[config.mk]
export PLATFORM = sky130hd
export DESIGN_NAME = bdc_controller
export DESIGN_NICKNAME = d
export VERILOG_FILES = /design/src/bdc_pkg.sv /design/src/bdc_burst_counter.sv /design/src/bdc_controller.sv
export SDC_FILE = /design/constraint.sdc
export NUM_CORES = 1
export LEC_CHECK = 0
export BUFFER_PORTS_ARGS = -buffer_cell sky130_fd_sc_hd__buf_2
export CELL_PAD_IN_SITES_DETAIL_PLACEMENT = 1
export CELL_PAD_IN_SITES_GLOBAL_PLACEMENT = 2
export CORE_MARGIN = 2
export CORE_UTILIZATION = 32
export CTS_CLUSTER_DIAMETER = 60
export DETAILED_ROUTE_END_ITERATION = 7
export GPL_ROUTABILITY_DRIVEN = 0
export HOLD_SLACK_MARGIN = 0.06
export PLACE_DENSITY_LB_ADDON = 0.1
export SLEW_MARGIN = 20
export SYNTH_ARGS = -nofsm -noshare
export SYNTH_HDL_FRONTEND = slang
export SYNTH_SLANG_ARGS = --single-unit
[constraint.sdc]
create_clock -name SYS_CLK_IN -period 3 [get_ports SYS_CLK_IN]
set_clock_uncertainty 0.2 [all_clocks]
set_input_delay 0.6 -clock SYS_CLK_IN [delete_from_list [all_inputs] [get_ports SYS_CLK_IN]]
set_output_delay 0.6 -clock SYS_CLK_IN [all_outputs]
set_load 0.005 [all_outputs]
[src/bdc_pkg.sv]
// package: shared constants and types of the burst dram controller
package bdc_pkg;
   localparam int unsigned CLK_MHZ = 250;               // system clock rate
   localparam int unsigned REF_W = 8;                   // refresh timer width
   localparam logic [7:0] REF_RST = 8'h00;              // timer value after reset
   localparam int unsigned REF_MSB = 7;                 // timer msb position
   localparam logic [7:0] DRAM_WIN = 8'h01;             // top address digits of dram window
   localparam int unsigned WIN_LSB = 24;                // position of window digits
   localparam int unsigned ROW_LSB = 15;                // row address field position
   localparam int unsigned COL_LSB = 4;                 // column field above longword bits
   localparam int unsigned MA_W = 11;                   // multiplexed address width
   localparam logic [3:0] FIRST_CYC = 4'hd;             // first longword takes 14 clocks
   localparam logic [3:0] NEXT_CYC = 4'h6;              // later longwords take 7 clocks
   localparam logic [3:0] RAS_CYC = 4'h2;               // row strobe runs 3 clocks before mux
   localparam logic [3:0] MUX_CYC = 4'h1;               // mux runs 2 clocks before column strobe
   localparam logic [3:0] REFR_CYC = 4'h4;              // length of cbr refresh strobe
   localparam logic [3:0] WD_TRANS = 4'h9;              // ninth msb transition ends the wait
   localparam logic [1:0] BA_RST = 2'h0;                // burst counter value after reset
   localparam logic [1:0] REQ_IDLE = 2'b00;             // refresh machine codes
   localparam logic [1:0] REQ_REQ = 2'b01;
   localparam logic [1:0] REQ_WAIT = 2'b10;

   // processor bus inputs
   typedef struct packed {
      logic as_n;       // address strobe
      logic rd;         // read not write
      logic [1:0] siz;  // transfer size
      logic [31:0] addr;// byte address
   } bdc_cpu_t;

   // dram array outputs
   typedef struct packed {
      logic [3:0] ras_n;
      logic [3:0] cas_n;
      logic [MA_W-1:0] ma;
   } bdc_dram_t;

   typedef enum logic [2:0] {SQ_IDLE, SQ_RAS, SQ_MUX, SQ_CAS, SQ_BURST, SQ_REF,
                             SQ_HOLD} bdc_seq_t;
   typedef enum logic [1:0] {BC_IDLE, BC_WAIT, BC_TERM, BC_DONE} bdc_bst_t;
   typedef enum logic [1:0] {WD_IDLE, WD_COUNT, WD_TIMEOUT} bdc_wd_t;
endpackage

[src/bdc_burst_counter.sv]
// module: two-bit burst longword address counter
`timescale 1ns/10ps
`default_nettype none
module bdc_burst_counter
(
   input wire logic clk_in,
   input wire logic nrst_in,
   input wire logic load_in,
   input wire logic inc_in,
   input wire logic [1:0] start_in,
   output logic [1:0] count_out
);
   // state of the counter
   typedef struct packed {
      logic [1:0] cnt;
   } bdc_cnt_state_t;
   bdc_cnt_state_t state_reg;
   bdc_cnt_state_t state_next;

   // load takes start plus one; increment wraps modulo four
   always_comb
   begin
      state_next = state_reg;
      if (load_in)
      begin
         state_next.cnt = start_in + 2'h1;
      end
      else if (inc_in)
      begin
         state_next.cnt = state_reg.cnt + 2'h1;
      end
   end

   // register with synchronous reset
   always_ff @(posedge clk_in)
   begin
      if (!nrst_in)
      begin
         state_reg.cnt <= bdc_pkg::BA_RST;
      end
      else
      begin
         state_reg <= state_next;
      end
   end

   assign count_out = state_reg.cnt;
endmodule // bdc_burst_counter
`default_nettype wire

[src/bdc_controller.sv]
// module: burst dram controller top with sequencer, burst control, refresh and watchdog
`timescale 1ns/10ps
`default_nettype none
module bdc_controller
(
   input wire logic SYS_CLK_IN,           // inverted processor clock
   input wire logic NRST_IN,              // synchronous reset, active low
   input wire bdc_pkg::bdc_cpu_t CPU_IN,  // processor bus
   output logic BURST_ACK_N_OUT,          // synchronous burst acknowledge
   output logic SYNC_TERM_N_OUT,          // longword data available
   output logic BUS_ERR_N_OUT,            // watchdog bus error
   output logic REFRESH_TICK_OUT,         // refresh timer msb
   output bdc_pkg::bdc_dram_t DRAM_OUT    // strobes and multiplexed address
);
   // all state of the controller except the burst address counter in u_cnt
   typedef struct packed {
      logic [7:0] timer;
      logic [1:0] req_st;
      logic refresh_request;
      bdc_pkg::bdc_seq_t seq;
      logic [3:0] seq_cnt;
      logic row_col_done;
      bdc_pkg::bdc_bst_t bst;
      logic [3:0] wait_cnt;
      logic [1:0] beats;
      logic burst_sel;
      logic col_sel;
      bdc_pkg::bdc_wd_t wd;
      logic [3:0] wd_cnt;
      logic msb_d;
      logic burst_ack_n;
      logic sync_term_n;
      logic bus_err_n;
      logic tick;
      bdc_pkg::bdc_dram_t dram;
   } bdc_state_t;

   bdc_state_t state_reg;  // registered state
   bdc_state_t state_next; // next state
   logic access_request;   // decoded processor access
   logic cnt_load;         // burst counter load
   logic cnt_inc;          // burst counter increment
   logic [1:0] burst_addr_lsbs; // counter output
   logic [3:0] lane_cas;   // active-high byte lanes
   logic [1:0] a_lo;       // low address bits

   // dram window decode qualified by address strobe
   assign access_request = !CPU_IN.as_n &&
      (CPU_IN.addr[31:bdc_pkg::WIN_LSB] == bdc_pkg::DRAM_WIN);
   assign a_lo = CPU_IN.addr[1:0];

   // byte lane decode: size 01 byte, 10 word, 11 three bytes, 00 long
   always_comb
   begin
      lane_cas = 4'h0;
      if (CPU_IN.rd)
      begin
         lane_cas = 4'hf;
      end
      else
      begin
         unique case (CPU_IN.siz) // lane 0 is the most significant byte
            2'b01: lane_cas = 4'h1 << a_lo;
            2'b10: lane_cas = 4'(4'h3 << a_lo);
            2'b11: lane_cas = 4'(4'h7 << a_lo);
            2'b00: lane_cas = 4'(4'hf << a_lo); // misaligned long fills the rest
         endcase
      end
   end

   // burst address counter, steered by the burst controller
   bdc_burst_counter u_cnt
   (
      .clk_in(SYS_CLK_IN),
      .nrst_in(NRST_IN),
      .load_in(cnt_load),
      .inc_in(cnt_inc),
      .start_in(CPU_IN.addr[3:2]),
      .count_out(burst_addr_lsbs)
   );

   // next-state logic for every machine; one clock for all of them
   always_comb
   begin
      state_next = state_reg;
      cnt_load = 1'b0;
      cnt_inc = 1'b0;
      state_next.row_col_done = 1'b0;
      state_next.sync_term_n = 1'b1;

      // free running refresh timer, msb leaves as tick
      state_next.timer = state_reg.timer + 8'h01;
      state_next.tick = state_next.timer[bdc_pkg::REF_MSB];
      state_next.msb_d = state_reg.timer[bdc_pkg::REF_MSB];

      // refresh request machine, fixed codes
      unique case (state_reg.req_st)
         bdc_pkg::REQ_IDLE:
         begin
            if (state_reg.timer[bdc_pkg::REF_MSB])
            begin
               state_next.req_st = bdc_pkg::REQ_REQ;
               state_next.refresh_request = 1'b1;
            end
            else
            begin
               state_next.refresh_request = 1'b0;
            end
         end
         bdc_pkg::REQ_REQ:
         begin
            if (state_reg.seq == bdc_pkg::SQ_REF)
            begin
               state_next.req_st = bdc_pkg::REQ_WAIT;
               state_next.refresh_request = 1'b0;
            end
         end
         bdc_pkg::REQ_WAIT:
         begin
            state_next.refresh_request = 1'b0;
            if (!state_reg.timer[bdc_pkg::REF_MSB])
            begin
               state_next.req_st = bdc_pkg::REQ_IDLE;
            end
         end
         default:
         begin
            state_next.req_st = bdc_pkg::REQ_IDLE; // illegal code recovers
            state_next.refresh_request = 1'b0;
         end
      endcase

      // row/column strobe sequencer
      unique case (state_reg.seq)
         bdc_pkg::SQ_IDLE:
         begin
            state_next.dram.ras_n = 4'hf;
            state_next.dram.cas_n = 4'hf;
            state_next.col_sel = 1'b0;
            state_next.seq_cnt = 4'h0;
            if (state_reg.refresh_request)
            begin
               state_next.seq = bdc_pkg::SQ_REF; // refresh wins
               state_next.dram.cas_n = 4'h0; // column strobes first
            end
            else if (access_request)
            begin
               state_next.seq = bdc_pkg::SQ_RAS;
               state_next.dram.ras_n = 4'h0;
            end
         end
         bdc_pkg::SQ_RAS:
         begin
            state_next.seq_cnt = state_reg.seq_cnt + 4'h1;
            if (state_reg.seq_cnt == bdc_pkg::RAS_CYC)
            begin
               state_next.seq = bdc_pkg::SQ_MUX; // row latched, switch to column
               state_next.col_sel = 1'b1;
               state_next.seq_cnt = 4'h0;
            end
         end
         bdc_pkg::SQ_MUX:
         begin
            state_next.seq_cnt = state_reg.seq_cnt + 4'h1;
            if (state_reg.seq_cnt == bdc_pkg::MUX_CYC)
            begin
               state_next.seq = bdc_pkg::SQ_CAS;
               state_next.dram.cas_n = ~lane_cas;
               state_next.row_col_done = 1'b1;
            end
         end
         bdc_pkg::SQ_CAS:
         begin
            if (CPU_IN.as_n)
            begin
               state_next.seq = bdc_pkg::SQ_IDLE;
               state_next.dram.ras_n = 4'hf; // release at once, no stray strobe
               state_next.dram.cas_n = 4'hf;
            end
            else if (state_reg.burst_sel)
            begin
               state_next.seq = bdc_pkg::SQ_BURST;
               state_next.dram.cas_n = 4'hf; // precharge before the second longword
            end
         end
         bdc_pkg::SQ_BURST:
         begin
            state_next.dram.cas_n = state_reg.sync_term_n ? ~lane_cas : 4'hf;
            if (CPU_IN.as_n)
            begin
               state_next.seq = bdc_pkg::SQ_IDLE; // early end allowed
               state_next.dram.ras_n = 4'hf; // no column strobe on released lines
               state_next.dram.cas_n = 4'hf;
            end
         end
         bdc_pkg::SQ_REF:
         begin
            state_next.seq_cnt = state_reg.seq_cnt + 4'h1;
            state_next.dram.ras_n = 4'h0; // all rows after columns
            if (state_reg.seq_cnt == bdc_pkg::REFR_CYC)
            begin
               state_next.seq = bdc_pkg::SQ_HOLD;
               state_next.dram.ras_n = 4'hf;
               state_next.dram.cas_n = 4'hf;
            end
         end
         bdc_pkg::SQ_HOLD:
         begin
            state_next.seq = bdc_pkg::SQ_IDLE; // precharge gap
         end
         default:
         begin
            state_next.seq = bdc_pkg::SQ_IDLE;
         end
      endcase

      // burst controller
      unique case (state_reg.bst)
         bdc_pkg::BC_IDLE:
         begin
            state_next.burst_ack_n = 1'b1;
            state_next.burst_sel = 1'b0;
            state_next.beats = 2'h0;
            if (state_reg.row_col_done)
            begin
               state_next.bst = bdc_pkg::BC_WAIT;
               state_next.burst_ack_n = 1'b0;
               state_next.wait_cnt = bdc_pkg::FIRST_CYC - 4'h7; // 14 from the take
            end
         end
         bdc_pkg::BC_WAIT:
         begin
            state_next.wait_cnt = state_reg.wait_cnt - 4'h1; // wait states
            if (CPU_IN.as_n)
            begin
               state_next.bst = bdc_pkg::BC_DONE;
            end
            else if (state_reg.wait_cnt == 4'h0)
            begin
               state_next.bst = bdc_pkg::BC_TERM;
               state_next.sync_term_n = 1'b0;
            end
         end
         bdc_pkg::BC_TERM:
         begin
            state_next.beats = state_reg.beats + 2'h1;
            state_next.wait_cnt = bdc_pkg::NEXT_CYC - 4'h1;
            if (state_reg.beats == 2'h0)
            begin
               cnt_load = 1'b1;
               state_next.burst_sel = 1'b1;
            end
            else
            begin
               cnt_inc = 1'b1;
            end
            if (state_reg.beats == 2'h3)
            begin
               state_next.bst = bdc_pkg::BC_DONE;
            end
            else
            begin
               state_next.bst = bdc_pkg::BC_WAIT;
            end
         end
         bdc_pkg::BC_DONE:
         begin
            state_next.burst_ack_n = 1'b1;
            state_next.burst_sel = 1'b0;
            if (CPU_IN.as_n)
            begin
               state_next.bst = bdc_pkg::BC_IDLE;
            end
         end
      endcase

      // address mux: row, then column with burst lsbs once bursting
      if (state_next.col_sel)
      begin
         state_next.dram.ma = {CPU_IN.addr[12:bdc_pkg::COL_LSB],
            (state_next.burst_sel ? burst_addr_lsbs : CPU_IN.addr[3:2])};
      end
      else
      begin
         state_next.dram.ma = CPU_IN.addr[25:bdc_pkg::ROW_LSB];
      end

      // bus error watchdog counts msb edges while strobe held
      unique case (state_reg.wd)
         bdc_pkg::WD_IDLE:
         begin
            state_next.bus_err_n = 1'b1;
            state_next.wd_cnt = 4'h0;
            if (!CPU_IN.as_n)
            begin
               state_next.wd = bdc_pkg::WD_COUNT;
            end
         end
         bdc_pkg::WD_COUNT:
         begin
            if (CPU_IN.as_n)
            begin
               state_next.wd = bdc_pkg::WD_IDLE;
            end
            else if (state_reg.msb_d != state_reg.timer[bdc_pkg::REF_MSB])
            begin
               state_next.wd_cnt = state_reg.wd_cnt + 4'h1;
               if (state_reg.wd_cnt == bdc_pkg::WD_TRANS - 4'h1)
               begin
                  state_next.wd = bdc_pkg::WD_TIMEOUT;
                  state_next.bus_err_n = 1'b0;
               end
            end
         end
         bdc_pkg::WD_TIMEOUT:
         begin
            if (CPU_IN.as_n)
            begin
               state_next.wd = bdc_pkg::WD_IDLE; // error holds until cycle ends
               state_next.bus_err_n = 1'b1;
            end
         end
         default:
         begin
            state_next.wd = bdc_pkg::WD_IDLE;
         end
      endcase
   end

   // register all state; timer restarts at reset so watchdog timing is repeatable
   always_ff @(posedge SYS_CLK_IN)
   begin
      if (!NRST_IN)
      begin
         state_reg <= '0;
         state_reg.timer <= bdc_pkg::REF_RST;
         state_reg.req_st <= bdc_pkg::REQ_IDLE;
         state_reg.seq <= bdc_pkg::SQ_IDLE;
         state_reg.bst <= bdc_pkg::BC_IDLE;
         state_reg.wd <= bdc_pkg::WD_IDLE;
         state_reg.burst_ack_n <= 1'b1;
         state_reg.sync_term_n <= 1'b1;
         state_reg.bus_err_n <= 1'b1;
         state_reg.dram.ras_n <= 4'hf;
         state_reg.dram.cas_n <= 4'hf;
      end
      else
      begin
         state_reg <= state_next;
      end
   end

   // outputs straight from flip-flops
   assign BURST_ACK_N_OUT = state_reg.burst_ack_n;
   assign SYNC_TERM_N_OUT = state_reg.sync_term_n;
   assign BUS_ERR_N_OUT = state_reg.bus_err_n;
   assign REFRESH_TICK_OUT = state_reg.tick;
   assign DRAM_OUT = state_reg.dram;
endmodule // bdc_controller
`default_nettype wire

### After elaboration in Yosys (flattened, before gate mapping)

Cells that the tools add are included.

| storage, ports and cells | value |
|---|---|
| output and inout port bits | 23 |
| logic and storage cells | 174 |
| input port bits | 38 |
| flip-flop bits (word level) | 61 |

| operators by class | value |
|---|---|
| bitwise logic cells | 3 |
| eq/ne operators | 42 |
| reduce and logical (&&, ||, !) cells | 31 |
| add/subtract/negate cells | 7 |
| shift operators | 4 |
| muxes and demuxes | 65 |

Operators with widths:

| cell | number |
|---|---|
| 2-to-1 mux 4 bit | 10 |
| one-hot mux 4 bit (4 select lines) | 2 |
| != test 2 bit (second input constant) | 14 |
| 2-to-1 mux 2 bit | 12 |
| 2-to-1 mux 3 bit | 8 |
| one-hot mux 4 bit (3 select lines) | 2 |
| one-hot mux 4 bit (5 select lines) | 1 |
| one-hot mux 3 bit (6 select lines) | 1 |
| 2-to-1 mux 8 bit | 2 |
| != test 3 bit (second input constant) | 5 |
| equality test 2 bit (second input constant) | 7 |
| 2-to-1 mux 1 bit | 14 |
| 2-to-1 mux 6 bit | 2 |
| AND reduction 3 bit | 4 |
| 2-to-1 mux 11 bit | 1 |
| zero test 2 bit | 5 |
| one-hot mux 3 bit (3 select lines) | 1 |
| nonzero test 3 bit | 3 |
| adder 4 x 1 -> 4 bit (second input constant) | 2 |
| adder 8 x 1 -> 8 bit (second input constant) | 1 |
| equality test 2 x 1 -> 1 bit (second input constant) | 4 |
| equality test 8 x 1 -> 1 bit (second input constant) | 1 |
| one-hot mux 2 bit (4 select lines) | 1 |
| one-hot mux 4 bit (2 select lines) | 1 |
| 35 further kinds | 48 |

### Longest topological paths before layout

| logic depth | value |
|---|---|
| depth after elaboration | 7 |
| mapped depth | 8 |
| depth with buffers taken out | 7 |

### Cells and area by module

Synthesis repeated with hierarchy kept, for this count alone.

| unflattened totals | value |
|---|---|
| cell total of the unflattened synthesis | 376 |
| area, all modules | 3244.4 um2 |

Modules (own cells, without submodules):

| module | sequential area each (um2) | area an instance (um2) | cells an instance | instances |
|---|---|---|---|---|
| bdc_controller | 1101.1 | 3146.8 | 366 | 1 |
| bdc_burst_counter | 40.0 | 97.6 | 10 | 1 |

### Worst setup path after synthesis

No wires, ideal clock.

| timing | value |
|---|---|
| path kind | register to register |
| start point | register state_reg[41] (netlist name) |
| end point | register state_reg[46] (netlist name) |
| buffers on the path | 1 |
| cell stages (with the launch flop) | 9 |
| setup time | 114 ps |
| path slack | 894 ps |
| clock period less this slack | 2106 ps |
| arrival time | 1792 ps |
| cells stage by stage | dfxtp_1 > inv_1 > ha_1 > nor3b_4 > or3_1 > or4b_1 > buf_2 > and3_1 > a21o_1 |

| between the ends | value |
|---|---|
| cells in the longest elaborated chain, start to end | 3 |
| elaborated cells on any way between the ends | 7 |
| classes of those cells | eq/ne: 6; reduce/logical: 1 |

Ends and longest elaborated chain:

| item | line | source |
|---|---|---|
| start: declaration | bdc_controller.sv:38 | `bdc_state_t state_reg;` |
| start signal: assignment | bdc_controller.sv:349 | `state_reg <= state_next;` |
| equality test 4 x 1 -> 1 bit, or another cell as far along | bdc_controller.sv:165 | `if (state_reg.seq_cnt == bdc_pkg::MUX_CYC)` |
| != test 2 bit (no source line) / != test 2 x 1 -> 1 bit (equally long branches) | -- |  |
| AND reduction 6 bit (no source line) (*) | -- |  |

Every way passes the cells marked *; elsewhere a longest branch is shown, timed or not.
A chain may end at the register's enable or synchronous reset.

### Worst setup path after layout

| timing | value |
|---|---|
| start point | register state_reg[47] (netlist name) |
| end point | register state_reg[46] (netlist name) |

| between the ends | value |
|---|---|
| cells in the longest elaborated chain, start to end | 3 |
| elaborated cells on any way between the ends | 14 |
| classes of those cells | eq/ne: 11; mux: 1; reduce/logical: 2 |

Ends and longest elaborated chain:

| item | line | source |
|---|---|---|
| equality test 3 x 2 -> 1 bit, or another cell as far along | bdc_controller.sv:134 | `unique case (state_reg.seq)` |
| != test 3 bit (no source line), or another cell as far along | -- |  |
| AND reduction 6 bit (no source line) | -- |  |

Parallel ways exist; a longest one is shown, timed or not.

==> flow_summary.json <==
{
  "synth_flop_cell": "dfxtp_1",
  "rrSetupSlack_ns": 0.64,
  "numClockSinks": 57,
  "mostFrequentLayoutCells": "58 x buf_2, 57 x dfxtp_1, 48 x nor2_1",
  "die_area_sq_um": 10500,
  "syn_to_final_growth_pct": 15.7,
  "fp.dieW_um": 103,
  "min_period_ns": 2.36,
  "period_share": 0.787,
  "outcome": "finished clean",
  "power-per-cell-area_nw_per_um2": 517,
  "rsz0062_at_grt": "false",
  "vias": 2696,
  "totalPowerFinal_mw": 1.86,
  "drt_iter0_drc": 47,
  "antenna_found_initial": 0,
  "worstSetupEndpointType": "flop",
  "clock.fmax_mhz": 424,
  "setup_tns_ns": 0,
  "dpl.hpwl_mm": 5.77,
  "syn_avg_cell_area_sq_um": 8.13,
  "p_leak_nw": 1.51,
  "arrival_ns": 2.39,
  "clockRootBuffer": "clkbuf_8",
  "clk_latency_ns": 0.34,
  "intPower_mw": 1.36,
  "maxSlewViolCount": 0,
  "worst-endpoint-required_ns": 3.03,
  "grt_first_pass_wirelength_mm": 13.0,
  "worstPathMaxFanout": 16,
  "path_clk_slew_ns": 0.07,
  "slew_headroom": 0.623,
  "io_pins": 61,
  "drc": 0,
  "dp.cells": 539,
  "die_h_um": 103,
  "grt_max_degree": 26,
  "drtAntennaViolNets": 0,
  "drive_gt1_frac": 0.207,
  "largest_register_ffs": 35,
  "cts_tree": "built",
  "start_util": 0.333,
  "cts_made_buffers": 9,
  "antenna_cells": 0,
  "synth-seq-cells": 57,
  "portBuffers": 58,
  "rows": 35,
  "core_sq_um": 9330,
  "cts_setup_buffers": 0,
  "start_kind": "flop",
  "ys_seq_area_frac": 0.367,
  "ys_async_sr_fraction": 0,
  "fin_hold_ws_ns": 0.256,
  "syn_area_sq_um": 3110,
  "synth_cells": 382,
  "p_seq_frac": 0.439,
  "ctsHoldBuffers": 0,
  "finalSetupViolCount": 0,
  "path_class": "flop to flop",
  "final_common_cell": "buf_2",
  "cts_resized": 0,
  "final_nets": 478,
  "vias_per_cell": 4.86,
  "track_usage": 0.158,
  "wire_per_inst_um": 14.1,
  "hold_viol": 0,
  "p_comb_frac": 0.141,
  "firstDrtPassIters": 4,
  "ir_drop_mv": 0.228,
  "min_path_type": "flop to flop",
  "synth.distinct_cells": 57,
  "tightest_slew_ns": 0.565,
  "yosys_warnings": 0,
  "grt_overflow_total": 0,
  "synth-edff-count": 0,
  "routed_wirelength_mm": 7.82,
  "htreeDepth": 3,
  "clkPwrFrac": 0.420,
  "syn_nets": 439,
  "drv_cap": 0,
  "p_switching_uw": 498,
  "netSwitchingFraction": 0.268,
  "fin_cells": 555,
  "clk_path_buf_depth": 2,
  "grt_pass1_vias": 2633
}
-- final timing paths --
check                           depth (start not counted)     startpoint            end
worst max register to register                          5  state_reg[47]  state_reg[46]
worst max-delay path                                    5  state_reg[47]  state_reg[46]
worst min-delay path                                    1  state_reg[51]  state_reg[51]
worst min register to register                          1  state_reg[51]  state_reg[51]
-- kinds of logic (layout without fill, tap and decap cells) --
| kind of cell | after synthesis | after routing | synth area share |
|---|---|---|---|
| buffers and inverters | 58 | 102 | 0.0971 |
| adders and majority gates | 19 | 19 | 0.0766 |
| xor gates and xnor gates | 11 | 11 | 0.0310 |
| DFF | 57 | 57 | 0.367 |
| muxes | 4 | 4 | 0.0129 |
| and+or+nand+nor | 149 | 149 | 0.243 |
| AOI/OAI and AO/OA | 84 | 84 | 0.172 |
-- power groups by stage --
stage | Sequential [mW] | Combinational, mW | Clock [mW]
global route | 0.819 | 0.299 | 0.842
detailed placement | 0.833 | 0.264 | 0
global placement | 0.832 | 0.261 | 0
CTS | 0.816 | 0.266 | 0.812
finish | 0.816 | 0.263 | 0.781
floorplan | 0.823 | 0.187 | 0
-- routing by layer --
metal	vias to the layer above	global-route usage	wire, um
met5	-	0	0
met4	0	0.0462	81
met3	6	0.0386	248
met2	42	0.261	3830
met1	1266	0.207	3670
li1	1382	-	-
-- per-stage QoR --
step	instance area [sq um]	setup slack (ns)	utilization
floorplan	3110	0.894	-
global placement	3380	0.591	0.363
detailed placement	3380	0.581	0.363
CTS	3590	0.642	0.385
global route	3590	0.518	0.385
finish	3590	0.639	0.385
-- worst max-delay path: stages, from the launching register on --
cell,delay (ns)
dfxtp_1,0.66
nand3b_1,0.25
o32ai_1,0.12
or4b_1,0.63
and3_1,0.24
a21o_1,0.15
-- cells in the mapped netlist (3+ instances only) --
cell / n / area, sq um
nand2_1: 37 / 139
nand3_1: 10 / 50.1
nor2b_1: 5 / 31.3
nor3b_1: 4 / 30.0
nand3b_1: 6 / 45.0
clkbuf_1: 11 / 41.3
xor2_1: 7 / 61.3
o22ai_1: 3 / 18.8
a21o_1: 5 / 37.5
a21oi_1: 31 / 155
and2_1: 3 / 18.8
a211oi_1: 7 / 52.6
nor2_1: 48 / 180
inv_2: 3 / 11.3
dfxtp_1: 57 / 1140
nand2b_1: 4 / 25.0
inv_1: 18 / 67.6
xnor2_1: 4 / 35.0
buf_4: 19 / 143
nor3_1: 7 / 35.0
o21ai_0: 11 / 55.1
mux2i_1: 4 / 40.0
o21ai_1: 3 / 15.0
a31oi_1: 4 / 25.0
ha_1: 19 / 238
buf_2: 4 / 20.0
o311ai_1: 3 / 26.3
o211ai_1: 3 / 22.5
and3_1: 5 / 31.3
nor4_1: 5 / 31.3
-- cell type report --
type | instances | area [sq um]
fill | 1162 | 5730
multi-input combinational | 267 | 1660
sequential | 57 | 1140
timing repair buffer | 64 | 335
tap | 129 | 161
clock buffer | 10 | 128
clock inverter | 6 | 82.6
inverter | 22 | 82.6
Note: power is estimated with default switching activity, not from simulation.
